**src/design/core_regs_map.svh**
```systemverilog
// Offsets, masks, reset values and vectors of the core register set
`ifndef CORE_REGS_MAP_SVH
`define CORE_REGS_MAP_SVH
`define OFF_TOS_UPPER    8'h00
`define OFF_TOS_HIGH     8'h04
`define OFF_TOS_LOW      8'h08
`define OFF_STACK_PTR    8'h0C
`define OFF_PC_LOW       8'h10
`define OFF_PC_UP_LATCH  8'h14
`define OFF_PC_HI_LATCH  8'h18
`define OFF_TBL_UPPER    8'h1C
`define OFF_TBL_HIGH     8'h20
`define OFF_TBL_LOW      8'h24
`define OFF_TBL_LATCH    8'h28
`define OFF_PROD_HIGH    8'h2C
`define OFF_PROD_LOW     8'h30
`define OFF_INTCTL0      8'h34
`define OFF_INTCTL2      8'h38
`define OFF_INTCTL3      8'h3C
`define OFF_PA_LATCH     8'h40
`define OFF_PA_DIR       8'h44
`define OFF_PA_PINS      8'h48
`define OFF_FSR0_HIGH    8'h4C
`define OFF_FSR0_LOW     8'h50
`define OFF_PERIPH_FLAGS 8'h54
`define MASK_TOS_UPPER   8'h1F
`define MASK_STACK_PTR   8'hDF
`define MASK_PC_UPPER    8'h1F
`define MASK_TBL_UPPER   8'h3F
`define MASK_INTCTL2     8'hF5
`define MASK_INTCTL3     8'hDB
`define MASK_FSR_HIGH    8'h0F
`define RST_INTCTL2      8'hF5
`define RST_INTCTL3      8'hC0
`define RST_PA_DIR       8'h7F
`define VEC_HIGH         21'h000008
`define VEC_LOW          21'h000018
`define PC_STEP          21'h000002
`define STK_FULL_BIT     7
`define STK_UNF_BIT      6
`define GIE_HIGH_BIT     7
`define GIE_LOW_BIT      6
`define INT_WAKE_BIT     1
`define WDT_WAKE_BIT     0
`define PA_BIT6          6
`define OSC_EXT_CLK_IO   3'h5
`define OSC_RC_IO        3'h7
`endif

```
**src/design/core_regs_pkg.sv**
```systemverilog
// Types shared by the core register set
package core_regs_pkg;
  typedef enum logic [1:0] {
    ACT_NONE,
    ACT_RESET,
    ACT_VECTOR,
    ACT_RESUME
  } wake_act_t;
endpackage : core_regs_pkg

```
**src/design/wake_if.sv**
```systemverilog
// Action carrier between wake control and the register set
`timescale 1ns/10ps
interface wake_if;
  core_regs_pkg::wake_act_t act;
  logic [20:0]              vec;
  logic                     por;
  logic                     int_wake;
  logic                     wdt_wake;
  modport ctrl (output act, vec, por, int_wake, wdt_wake);
  modport core (input act, vec, por, int_wake, wdt_wake);
endinterface : wake_if

```
**src/design/core_register_reset_init.sv**
```systemverilog
// Core register set with reset and wake-up initialization, APB slave
// Summary of operation
// - Interrupt wake with global enable pushes current PC to stack top.
// - Same wake advances the return stack pointer by one.
// - Same wake loads PC with 0008h (high) or 0018h (low).
// - Watchdog or interrupt wake sets a flag naming its cause.
// - Port A bit 6 works only in external-clock-IO or RC-IO mode.
// - In other oscillator modes port A bit 6 is off, reads zero.
// - Variants without port A bit 6 always read it as zero.
// - Unimplemented bits of core registers always read zero.
`timescale 1ns/10ps
`include "core_regs_map.svh"
module core_register_reset_init (
  // Clock and reset
  input  wire logic        clk_i,
  input  wire logic        rst_i,
  // APB slave
  input  wire logic        psel_i,
  input  wire logic        penable_i,
  input  wire logic        pwrite_i,
  input  wire logic [7:0]  paddr_i,
  input  wire logic [31:0] pwdata_i,
  output logic      [31:0] prdata_o,
  output logic             pready_o,
  output logic             pslverr_o,
  // Reset and wake events
  input  wire logic        por_i,
  input  wire logic        reset_event_i,
  input  wire logic        wake_int_i,
  input  wire logic        wake_int_high_i,
  input  wire logic        wake_wdt_i,
  // Configuration
  input  wire logic [2:0]  osc_mode_i,
  input  wire logic        has_pa_bit6_i,
  // Port A and PC
  input  wire logic [7:0]  port_a_pins_i,
  output logic      [7:0]  port_a_output_latch_o,
  output logic      [7:0]  port_a_direction_o,
  output logic      [20:0] pc_o
);
  wake_if w ();

  logic [20:0] pc_reg, pc_next;
  logic [7:0]  tos_u_reg, tos_u_next, tos_h_reg, tos_h_next;
  logic [7:0]  tos_l_reg, tos_l_next, stk_reg, stk_next;
  logic [7:0]  latu_reg, latu_next, lath_reg, lath_next;
  logic [7:0]  tblu_reg, tblu_next, tblh_reg, tblh_next;
  logic [7:0]  tbll_reg, tbll_next, table_read_latch_reg, table_read_latch_next;
  logic [7:0]  prodh_reg, prodh_next, prodl_reg, prodl_next;
  logic [7:0]  ic0_reg, ic0_next, ic2_reg, ic2_next, ic3_reg, ic3_next;
  logic [7:0]  pal_reg, pal_next, pad_reg, pad_next;
  logic [7:0]  fsrh_reg, fsrh_next, fsrl_reg, fsrl_next;
  logic [7:0]  pir_reg, pir_next;
  logic [7:0]  pins_s1_reg, pins_s2_reg;
  logic [31:0] prdata_next;
  logic        pready_next, pslverr_next;
  logic        wr_en, ra6_en;
  logic [7:0]  pa_mask, rd_byte;

  function automatic logic mapped(input logic [7:0] a);
    return (a[1:0] == 2'h0) && (a <= `OFF_PERIPH_FLAGS);
  endfunction : mapped

  core_wake_ctrl u_wake (
    .clk_i           (clk_i),
    .rst_i           (rst_i),
    .por_i           (por_i),
    .reset_event_i   (reset_event_i),
    .wake_int_i      (wake_int_i),
    .wake_int_high_i (wake_int_high_i),
    .wake_wdt_i      (wake_wdt_i),
    .gie_any_i       (ic0_reg[`GIE_HIGH_BIT] | ic0_reg[`GIE_LOW_BIT]),
    .w               (w)
  );

  assign ra6_en = has_pa_bit6_i && (osc_mode_i == `OSC_EXT_CLK_IO ||
                  osc_mode_i == `OSC_RC_IO);
  assign pa_mask = ra6_en ? 8'hFF : 8'hBF;
  assign wr_en = psel_i && penable_i && pready_o && pwrite_i &&
                 mapped(paddr_i);

  always_comb begin
    unique case (paddr_i)
      `OFF_TOS_UPPER:    rd_byte = tos_u_reg & `MASK_TOS_UPPER;
      `OFF_TOS_HIGH:     rd_byte = tos_h_reg;
      `OFF_TOS_LOW:      rd_byte = tos_l_reg;
      `OFF_STACK_PTR:    rd_byte = stk_reg & `MASK_STACK_PTR;
      `OFF_PC_LOW:       rd_byte = pc_reg[7:0];
      `OFF_PC_UP_LATCH:  rd_byte = latu_reg & `MASK_PC_UPPER;
      `OFF_PC_HI_LATCH:  rd_byte = lath_reg;
      `OFF_TBL_UPPER:    rd_byte = tblu_reg & `MASK_TBL_UPPER;
      `OFF_TBL_HIGH:     rd_byte = tblh_reg;
      `OFF_TBL_LOW:      rd_byte = tbll_reg;
      `OFF_TBL_LATCH:    rd_byte = table_read_latch_reg;
      `OFF_PROD_HIGH:    rd_byte = prodh_reg;
      `OFF_PROD_LOW:     rd_byte = prodl_reg;
      `OFF_INTCTL0:      rd_byte = ic0_reg;
      `OFF_INTCTL2:      rd_byte = ic2_reg & `MASK_INTCTL2;
      `OFF_INTCTL3:      rd_byte = ic3_reg & `MASK_INTCTL3;
      `OFF_PA_LATCH:     rd_byte = pal_reg & pa_mask;
      `OFF_PA_DIR:       rd_byte = pad_reg & pa_mask;
      `OFF_PA_PINS:      rd_byte = pins_s2_reg & pa_mask;
      `OFF_FSR0_HIGH:    rd_byte = fsrh_reg & `MASK_FSR_HIGH;
      `OFF_FSR0_LOW:     rd_byte = fsrl_reg;
      `OFF_PERIPH_FLAGS: rd_byte = pir_reg;
      default:           rd_byte = 8'h00;
    endcase
  end

  // Bus answer, one cycle after setup
  always_comb begin
    prdata_next  = prdata_o;
    pready_next  = psel_i && !penable_i;
    pslverr_next = psel_i && !penable_i && !mapped(paddr_i);
    if (psel_i && !penable_i && !pwrite_i) begin
      prdata_next = {24'h000000, rd_byte};
    end
  end

  always_comb begin
    pc_next = pc_reg;     tos_u_next = tos_u_reg; tos_h_next = tos_h_reg;
    tos_l_next = tos_l_reg; stk_next = stk_reg;   latu_next = latu_reg;
    lath_next = lath_reg; tblu_next = tblu_reg;   tblh_next = tblh_reg;
    tbll_next = tbll_reg; table_read_latch_next = table_read_latch_reg;
    prodh_next = prodh_reg; prodl_next = prodl_reg;
    ic0_next = ic0_reg;   ic2_next = ic2_reg;     ic3_next = ic3_reg;
    pal_next = pal_reg;   pad_next = pad_reg;     fsrh_next = fsrh_reg;
    fsrl_next = fsrl_reg; pir_next = pir_reg;
    if (wr_en) begin
      unique case (paddr_i)
        `OFF_TOS_UPPER:    tos_u_next = pwdata_i[7:0] & `MASK_TOS_UPPER;
        `OFF_TOS_HIGH:     tos_h_next = pwdata_i[7:0];
        `OFF_TOS_LOW:      tos_l_next = pwdata_i[7:0];
        `OFF_STACK_PTR:    stk_next = pwdata_i[7:0] & `MASK_STACK_PTR;
        `OFF_PC_LOW:       pc_next = {latu_reg[4:0], lath_reg,
                                      pwdata_i[7:0]};
        `OFF_PC_UP_LATCH:  latu_next = pwdata_i[7:0] & `MASK_PC_UPPER;
        `OFF_PC_HI_LATCH:  lath_next = pwdata_i[7:0];
        `OFF_TBL_UPPER:    tblu_next = pwdata_i[7:0] & `MASK_TBL_UPPER;
        `OFF_TBL_HIGH:     tblh_next = pwdata_i[7:0];
        `OFF_TBL_LOW:      tbll_next = pwdata_i[7:0];
        `OFF_TBL_LATCH:    table_read_latch_next = pwdata_i[7:0];
        `OFF_PROD_HIGH:    prodh_next = pwdata_i[7:0];
        `OFF_PROD_LOW:     prodl_next = pwdata_i[7:0];
        `OFF_INTCTL0:      ic0_next = pwdata_i[7:0];
        `OFF_INTCTL2:      ic2_next = pwdata_i[7:0] & `MASK_INTCTL2;
        `OFF_INTCTL3:      ic3_next = pwdata_i[7:0] & `MASK_INTCTL3;
        `OFF_PA_LATCH:     pal_next = pwdata_i[7:0];
        `OFF_PA_DIR:       pad_next = pwdata_i[7:0];
        `OFF_FSR0_HIGH:    fsrh_next = pwdata_i[7:0] & `MASK_FSR_HIGH;
        `OFF_FSR0_LOW:     fsrl_next = pwdata_i[7:0];
        `OFF_PERIPH_FLAGS: pir_next = pwdata_i[7:0];
        default:           pc_next = pc_reg;
      endcase
    end
    unique case (w.act)
      core_regs_pkg::ACT_NONE: begin
        pc_next = pc_next;
      end
      core_regs_pkg::ACT_RESET: begin
        pc_next = 21'h000000;
        latu_next = 8'h00;
        lath_next = 8'h00;
        tblu_next = 8'h00;
        tblh_next = 8'h00;
        tbll_next = 8'h00;
        table_read_latch_next = 8'h00;
        tos_u_next = 8'h00;
        tos_h_next = 8'h00;
        tos_l_next = 8'h00;
        stk_next = w.por ? 8'h00 : (stk_reg & 8'hC0);
        ic0_next = w.por ? 8'h00 : (ic0_reg & 8'h01);
        ic2_next = `RST_INTCTL2;
        ic3_next = `RST_INTCTL3;
      end
      core_regs_pkg::ACT_VECTOR: begin
        {tos_u_next[4:0], tos_h_next, tos_l_next} = pc_reg;
        tos_u_next[7:5] = 3'h0;
        stk_next[4:0] = stk_reg[4:0] + 5'h01;
        if (stk_reg[4:0] == 5'h1F) begin
          stk_next[`STK_FULL_BIT] = 1'b1;
        end
        pc_next = w.vec;
      end
      core_regs_pkg::ACT_RESUME: begin
        pc_next = pc_reg + `PC_STEP;
      end
    endcase
    if (w.int_wake) begin
      ic0_next[`INT_WAKE_BIT] = 1'b1;
    end
    if (w.wdt_wake) begin
      pir_next[`WDT_WAKE_BIT] = 1'b1;
    end
    pal_next[`PA_BIT6] = pal_next[`PA_BIT6] & ra6_en;
    pad_next[`PA_BIT6] = pad_next[`PA_BIT6] & ra6_en;
  end

  always_ff @(posedge clk_i or posedge rst_i) begin
    if (rst_i) begin
      pc_reg <= 21'h000000; tos_u_reg <= 8'h00; tos_h_reg <= 8'h00;
      tos_l_reg <= 8'h00;   stk_reg <= 8'h00;   latu_reg <= 8'h00;
      lath_reg <= 8'h00;    tblu_reg <= 8'h00;  tblh_reg <= 8'h00;
      tbll_reg <= 8'h00;    table_read_latch_reg <= 8'h00;
      prodh_reg <= 8'h00;   prodl_reg <= 8'h00; ic0_reg <= 8'h00;
      ic2_reg <= `RST_INTCTL2; ic3_reg <= `RST_INTCTL3;
      pal_reg <= 8'h00;     pad_reg <= `RST_PA_DIR & 8'hBF;
      fsrh_reg <= 8'h00;    fsrl_reg <= 8'h00;  pir_reg <= 8'h00;
      pins_s1_reg <= 8'h00; pins_s2_reg <= 8'h00;
      prdata_o <= 32'h00000000; pready_o <= 1'b0; pslverr_o <= 1'b0;
    end else begin
      pc_reg <= pc_next;    tos_u_reg <= tos_u_next; tos_h_reg <= tos_h_next;
      tos_l_reg <= tos_l_next; stk_reg <= stk_next;  latu_reg <= latu_next;
      lath_reg <= lath_next; tblu_reg <= tblu_next;  tblh_reg <= tblh_next;
      tbll_reg <= tbll_next; table_read_latch_reg <= table_read_latch_next;
      prodh_reg <= prodh_next; prodl_reg <= prodl_next; ic0_reg <= ic0_next;
      ic2_reg <= ic2_next;  ic3_reg <= ic3_next;
      pal_reg <= pal_next;  pad_reg <= pad_next;
      fsrh_reg <= fsrh_next; fsrl_reg <= fsrl_next; pir_reg <= pir_next;
      pins_s1_reg <= port_a_pins_i;
      pins_s2_reg <= pins_s1_reg;
      prdata_o <= prdata_next; pready_o <= pready_next;
      pslverr_o <= pslverr_next;
    end
  end

  assign port_a_output_latch_o = pal_reg;
  assign port_a_direction_o    = pad_reg;
  assign pc_o                  = pc_reg;
endmodule : core_register_reset_init

```
**src/design/core_wake_ctrl.sv**
```systemverilog
// Turns reset and wake events into one registered action
`timescale 1ns/10ps
`include "core_regs_map.svh"
module core_wake_ctrl (
  // Clock and reset
  input  wire logic clk_i,
  input  wire logic rst_i,
  // Events
  input  wire logic por_i,
  input  wire logic reset_event_i,
  input  wire logic wake_int_i,
  input  wire logic wake_int_high_i,
  input  wire logic wake_wdt_i,
  input  wire logic gie_any_i,
  // Action
  wake_if.ctrl      w
);
  core_regs_pkg::wake_act_t act_next;
  logic [20:0]              vec_next;

  always_comb begin
    act_next = core_regs_pkg::ACT_NONE;
    vec_next = `VEC_LOW;
    if (wake_int_high_i) begin
      vec_next = `VEC_HIGH;
    end
    if (por_i || reset_event_i) begin
      act_next = core_regs_pkg::ACT_RESET;
    end else if (wake_int_i && gie_any_i) begin
      act_next = core_regs_pkg::ACT_VECTOR;
    end else if (wake_int_i || wake_wdt_i) begin
      act_next = core_regs_pkg::ACT_RESUME;
    end
  end

  always_ff @(posedge clk_i or posedge rst_i) begin
    if (rst_i) begin
      w.act      <= core_regs_pkg::ACT_NONE;
      w.vec      <= `VEC_LOW;
      w.por      <= 1'b0;
      w.int_wake <= 1'b0;
      w.wdt_wake <= 1'b0;
    end else begin
      w.act      <= act_next;
      w.vec      <= vec_next;
      w.por      <= por_i;
      w.int_wake <= wake_int_i && !(por_i || reset_event_i);
      w.wdt_wake <= wake_wdt_i && !(por_i || reset_event_i);
    end
  end
endmodule : core_wake_ctrl

```
**config.mk**
```make
export PLATFORM = sky130hd
export DESIGN_NAME = core_register_reset_init
export DESIGN_NICKNAME = d
export VERILOG_FILES = /design/src/design/core_regs_pkg.sv /design/src/design/wake_if.sv /design/src/design/core_register_reset_init.sv /design/src/design/core_wake_ctrl.sv
export VERILOG_INCLUDE_DIRS = /design/src /design/src/design
export SDC_FILE = /design/constraint.sdc
export NUM_CORES = 1
export LEC_CHECK = 0
export BUFFER_PORTS_ARGS = -buffer_cell sky130_fd_sc_hd__buf_2
export CAP_MARGIN = 20
export CORE_ASPECT_RATIO = 0.75
export CORE_UTILIZATION = 28
export CTS_CLUSTER_SIZE = 12
export DETAILED_ROUTE_END_ITERATION = 10
export GPL_TIMING_DRIVEN = 1
export PLACE_DENSITY = 0.57
export SETUP_SLACK_MARGIN = 0.05
export SLEW_MARGIN = 20
export SYNTH_ARGS = -nofsm -noshare
export SYNTH_HDL_FRONTEND = slang
export SYNTH_SLANG_ARGS = --single-unit
export TNS_END_PERCENT = 50
```
**constraint.sdc**
```tcl
create_clock -name clk_i -period 6.2 [get_ports clk_i]
set_input_delay 0.62 -clock clk_i [delete_from_list [all_inputs] [get_ports clk_i]]
set_output_delay 0.62 -clock clk_i [all_outputs]
set_load 0.005 [all_outputs]
```
==> flow_metrics.env <==
export IMPL_n_antenna_cell=0
export IMPL_ys_top_cells_by_area="dfrtp_1, mux2_2, a21oi_1"
export IMPL_drv_cap=0
export IMPL_detail_route_wirelength_mm=37.0
export IMPL_n_fill_cell=3621
export IMPL_p_switching_mw=0.758
export IMPL_final_area_um2=11500
export IMPL_synth_top_cell_area_share=0.447
export IMPL_required_ps=6530
export IMPL_clockRootBuffer="clkbuf_16"
export IMPL_gp_congestion=0.981
export IMPL_largest_reg_flops=21
export IMPL_p_leak_nw=4.89
export IMPL_row_count=59
export IMPL_placed_cells=1530
export IMPL_tightest_slew_ps=1180
export IMPL_syn_area_per_cell_um2=9.64
export IMPL_vias=8752
export IMPL_die_h_um=167
export IMPL_synth_largest_area_cell="dfrtp_1"
export IMPL_place_ws_ps=2560
export IMPL_stdcell_count=1563
export IMPL_post_cts_setup_buffers=0
export IMPL_setup_tns_final_ps=0
export IMPL_max_freq_mhz=301
export IMPL_hold_violations=0
export IMPL_cts_tree="yes"
export IMPL_die_area_um2=37000
export IMPL_synth_edf_count=0
export IMPL_insertion_delay_ps=460
export IMPL_yosysUniqueCellTypes=73
export IMPL_pwr_share_clk=0.423
export IMPL_wl_per_cell_um=23.6
export IMPL_nets=1163
export IMPL_rsz0062_at_grt="no"
export IMPL_utilization=0.328
export IMPL_fin_ws_ps=2880
export IMPL_worstSetupPathType="input pin to register"
export IMPL_io_buffers=83
export IMPL_cts_buffers=17
export IMPL_async_reset_ff_frac=1.00
export IMPL_viasPerCell=5.60
export IMPL_dpl_instance_area_um2=10900
export IMPL_drv_slew=0
export IMPL_syn_area_um2=10100
export IMPL_worst_setup_path_end_kind="register"
export IMPL_path_clk_slew_ps=80
export IMPL_hold_path_class="input pin to asynchronous set/reset pin"
export IMPL_swShare=0.278
export IMPL_outcome="completed"
export IMPL_startpoint_type="input pin"
export IMPL_cts_resized=0
export IMPL_drive_above_1_share=0.213
export IMPL_cp_arrival_ps=3650
export IMPL_holdBufCountCts=0
export IMPL_area_growth_pct=13.6
export IMPL_boundaryPins=133
export IMPL_overflow=0
export IMPL_ant_nets=0
export IMPL_pwr_share_seq=0.488
export IMPL_maxSlewHeadroom=0.201
export IMPL_fin_crit_ps=3320
export IMPL_intPower_mw=1.97
export IMPL_grt_usage=0.201
export IMPL_fin_crit_sh=0.535
export IMPL_drcViolationCount=0
export IMPL_dr_pass1_iters=5
export IMPL_synth_seq_cells=196
export IMPL_p_per_area_nw_per_um2=237
export IMPL_grt_max_degree=139
export IMPL_peakVddDrop_v=0.000198
export IMPL_fp_dieW_um=222
export IMPL_ys_warn_count=0
export IMPL_cts_sinks=196
export IMPL_dr_first_iter_drc_count=1065
export IMPL_ys_seq_area_frac=0.486
export IMPL_initial_core_util=0.289
export IMPL_grt_first_pass_wirelength_mm=55.6
export IMPL_core_um2=35100
export IMPL_skew_ps=18.1
export IMPL_syn_inst=1052
export IMPL_synth_flop_cell="dfrtp_1"
export IMPL_pwr_share_comb=0.089
export IMPL_clockBufferDepth=2
export IMPL_htree_levels=4
export IMPL_antenna_found_initial=0
export IMPL_dp_hpwl_mm=25.6
export IMPL_grt_pass1_vias=8402
export IMPL_setup_viol=0
export IMPL_path_max_fanout=27
==> power by group through the flow <==
stage,Clock [mW],Combinational (mW),Sequential [mW]
global placement,0,0.234,1.36
floorplan,0,0.155,1.34
global route,1.22,0.261,1.33
finish,1.16,0.242,1.33
detailed placement,0,0.237,1.36
CTS,1.17,0.238,1.33
==> critical path: stages <==
cell and delay, ps:
buf_2 330, or4_4 640, a2111oi_4 1000, nand2_1 600, mux2_2 430
==> per-stage QoR <==
stage | power, mW | hold slack (ps)
final | 2.73 | 141
after global routing | 2.82 | 158
after CTS | 2.74 | 249
after detailed placement | 1.59 | 335
after global placement | 1.59 | 334
after floorplan | 1.50 | 331
==> area by class of cell <==
cell class | instances | area, um^2 | share of cell area
multi-input cells | 762 | 4790 | 0.416
well taps | 457 | 572 | 0.0496
clock buffers | 17 | 425 | 0.0369
inverters | 13 | 56.3 | 0.00489
flip-flops and latches | 196 | 4920 | 0.427
clock inverters | 15 | 168 | 0.0146
repair buffers | 103 | 586 | 0.0508
==> cells in the final DEF, fill, tap and decap left out, types with 4 or more instances in the layout <==
cell type / netlist / layout
and3_1: 4 / 4
a221o_1: 5 / 5
a31oi_1: 5 / 5
inv_6: 0 / 7
a22oi_1: 33 / 33
buf_2: 7 / 83
nor2b_1: 14 / 14
dfstp_2: 15 / 15
nand3_1: 98 / 98
conb_1: 1 / 24
a21oi_1: 124 / 123
a2111oi_4: 4 / 4
o21ai_0: 39 / 39
nand2b_1: 5 / 5
nor3_1: 12 / 12
o22ai_1: 6 / 6
nor2_1: 38 / 38
dfrtp_1: 181 / 181
o211ai_1: 5 / 5
mux2i_1: 18 / 18
nand2_1: 136 / 136
or4_1: 6 / 6
and2_1: 5 / 5
mux2_2: 70 / 70
a22o_1: 8 / 8
inv_1: 13 / 12
nand4_1: 11 / 11
ha_1: 8 / 7
buf_4: 24 / 19
o2bb2ai_1: 7 / 7
a21o_1: 4 / 4
clkbuf_16: 0 / 17
nor4_1: 11 / 11
a32oi_1: 5 / 5
==> synthesized netlist by cell type, drive strengths merged, types with 4 or more instances <==
| cell type | instances |
|---|---|
| clkbuf | 65 |
| inv | 13 |
| nand2b | 5 |
| a22o | 8 |
| o211ai | 5 |
| nand4 | 11 |
| nor4 | 11 |
| nor2b | 14 |
| o2bb2ai | 7 |
| ha | 8 |
| or4 | 7 |
| mux2i | 18 |
| o22ai | 6 |
| o21ai | 40 |
| nor4b | 6 |
| a221o | 5 |
| nand3 | 98 |
| a2111oi | 5 |
| and2 | 5 |
| dfrtp | 181 |
| and3 | 4 |
| a32oi | 5 |
| nand2 | 136 |
| a22oi | 33 |
| nor3 | 12 |
| a21o | 4 |
| buf | 39 |
| mux2 | 70 |
| dfstp | 15 |
| a21oi | 124 |
| a31oi | 5 |
| nor2 | 38 |
==> cell families (layout without fill, tap and decap cells) <==
kind of cell | count (synthesis) | after routing | synth area share
adders and majority gates | 8 | 8 | 0.00987
DFF | 196 | 196 | 0.486
AOI/OAI and AO/OA | 277 | 277 | 0.179
muxes | 88 | 88 | 0.0955
other | 1 | 24 | 0.000370
buffers and inverters | 117 | 148 | 0.0532
and+or+nand+nor | 363 | 363 | 0.175
xor gates and xnor gates | 2 | 2 | 0.00173
==> path summary, 6_finish.rpt <==
check                                  from                end  slack, ps  depth (start not counted)
setup / recovery                 paddr_i[3]       prodl_reg[6]       2880                          5
hold / removal                        rst_i        tblh_reg[0]        140                          2
setup reg to reg                   pready_o       prodl_reg[6]       3110                          4
hold reg to reg              pins_s1_reg[3]     pins_s2_reg[3]        350                          0
max in group asynchronous             rst_i  u_wake.w.wdt_wake       4400                          4
min in group clk_i         port_a_pins_i[2]     pins_s1_reg[2]        260                          1
==> layer usage <==
layer / global-route usage / part of all wire
met2: 0.274 / 0.41
met1: 0.308 / 0.48
met4: 0.0486 / 0.015
met3: 0.0561 / 0.10
met5: 0 / 0
No activity file was read; power rests on OpenSTA's default activity.
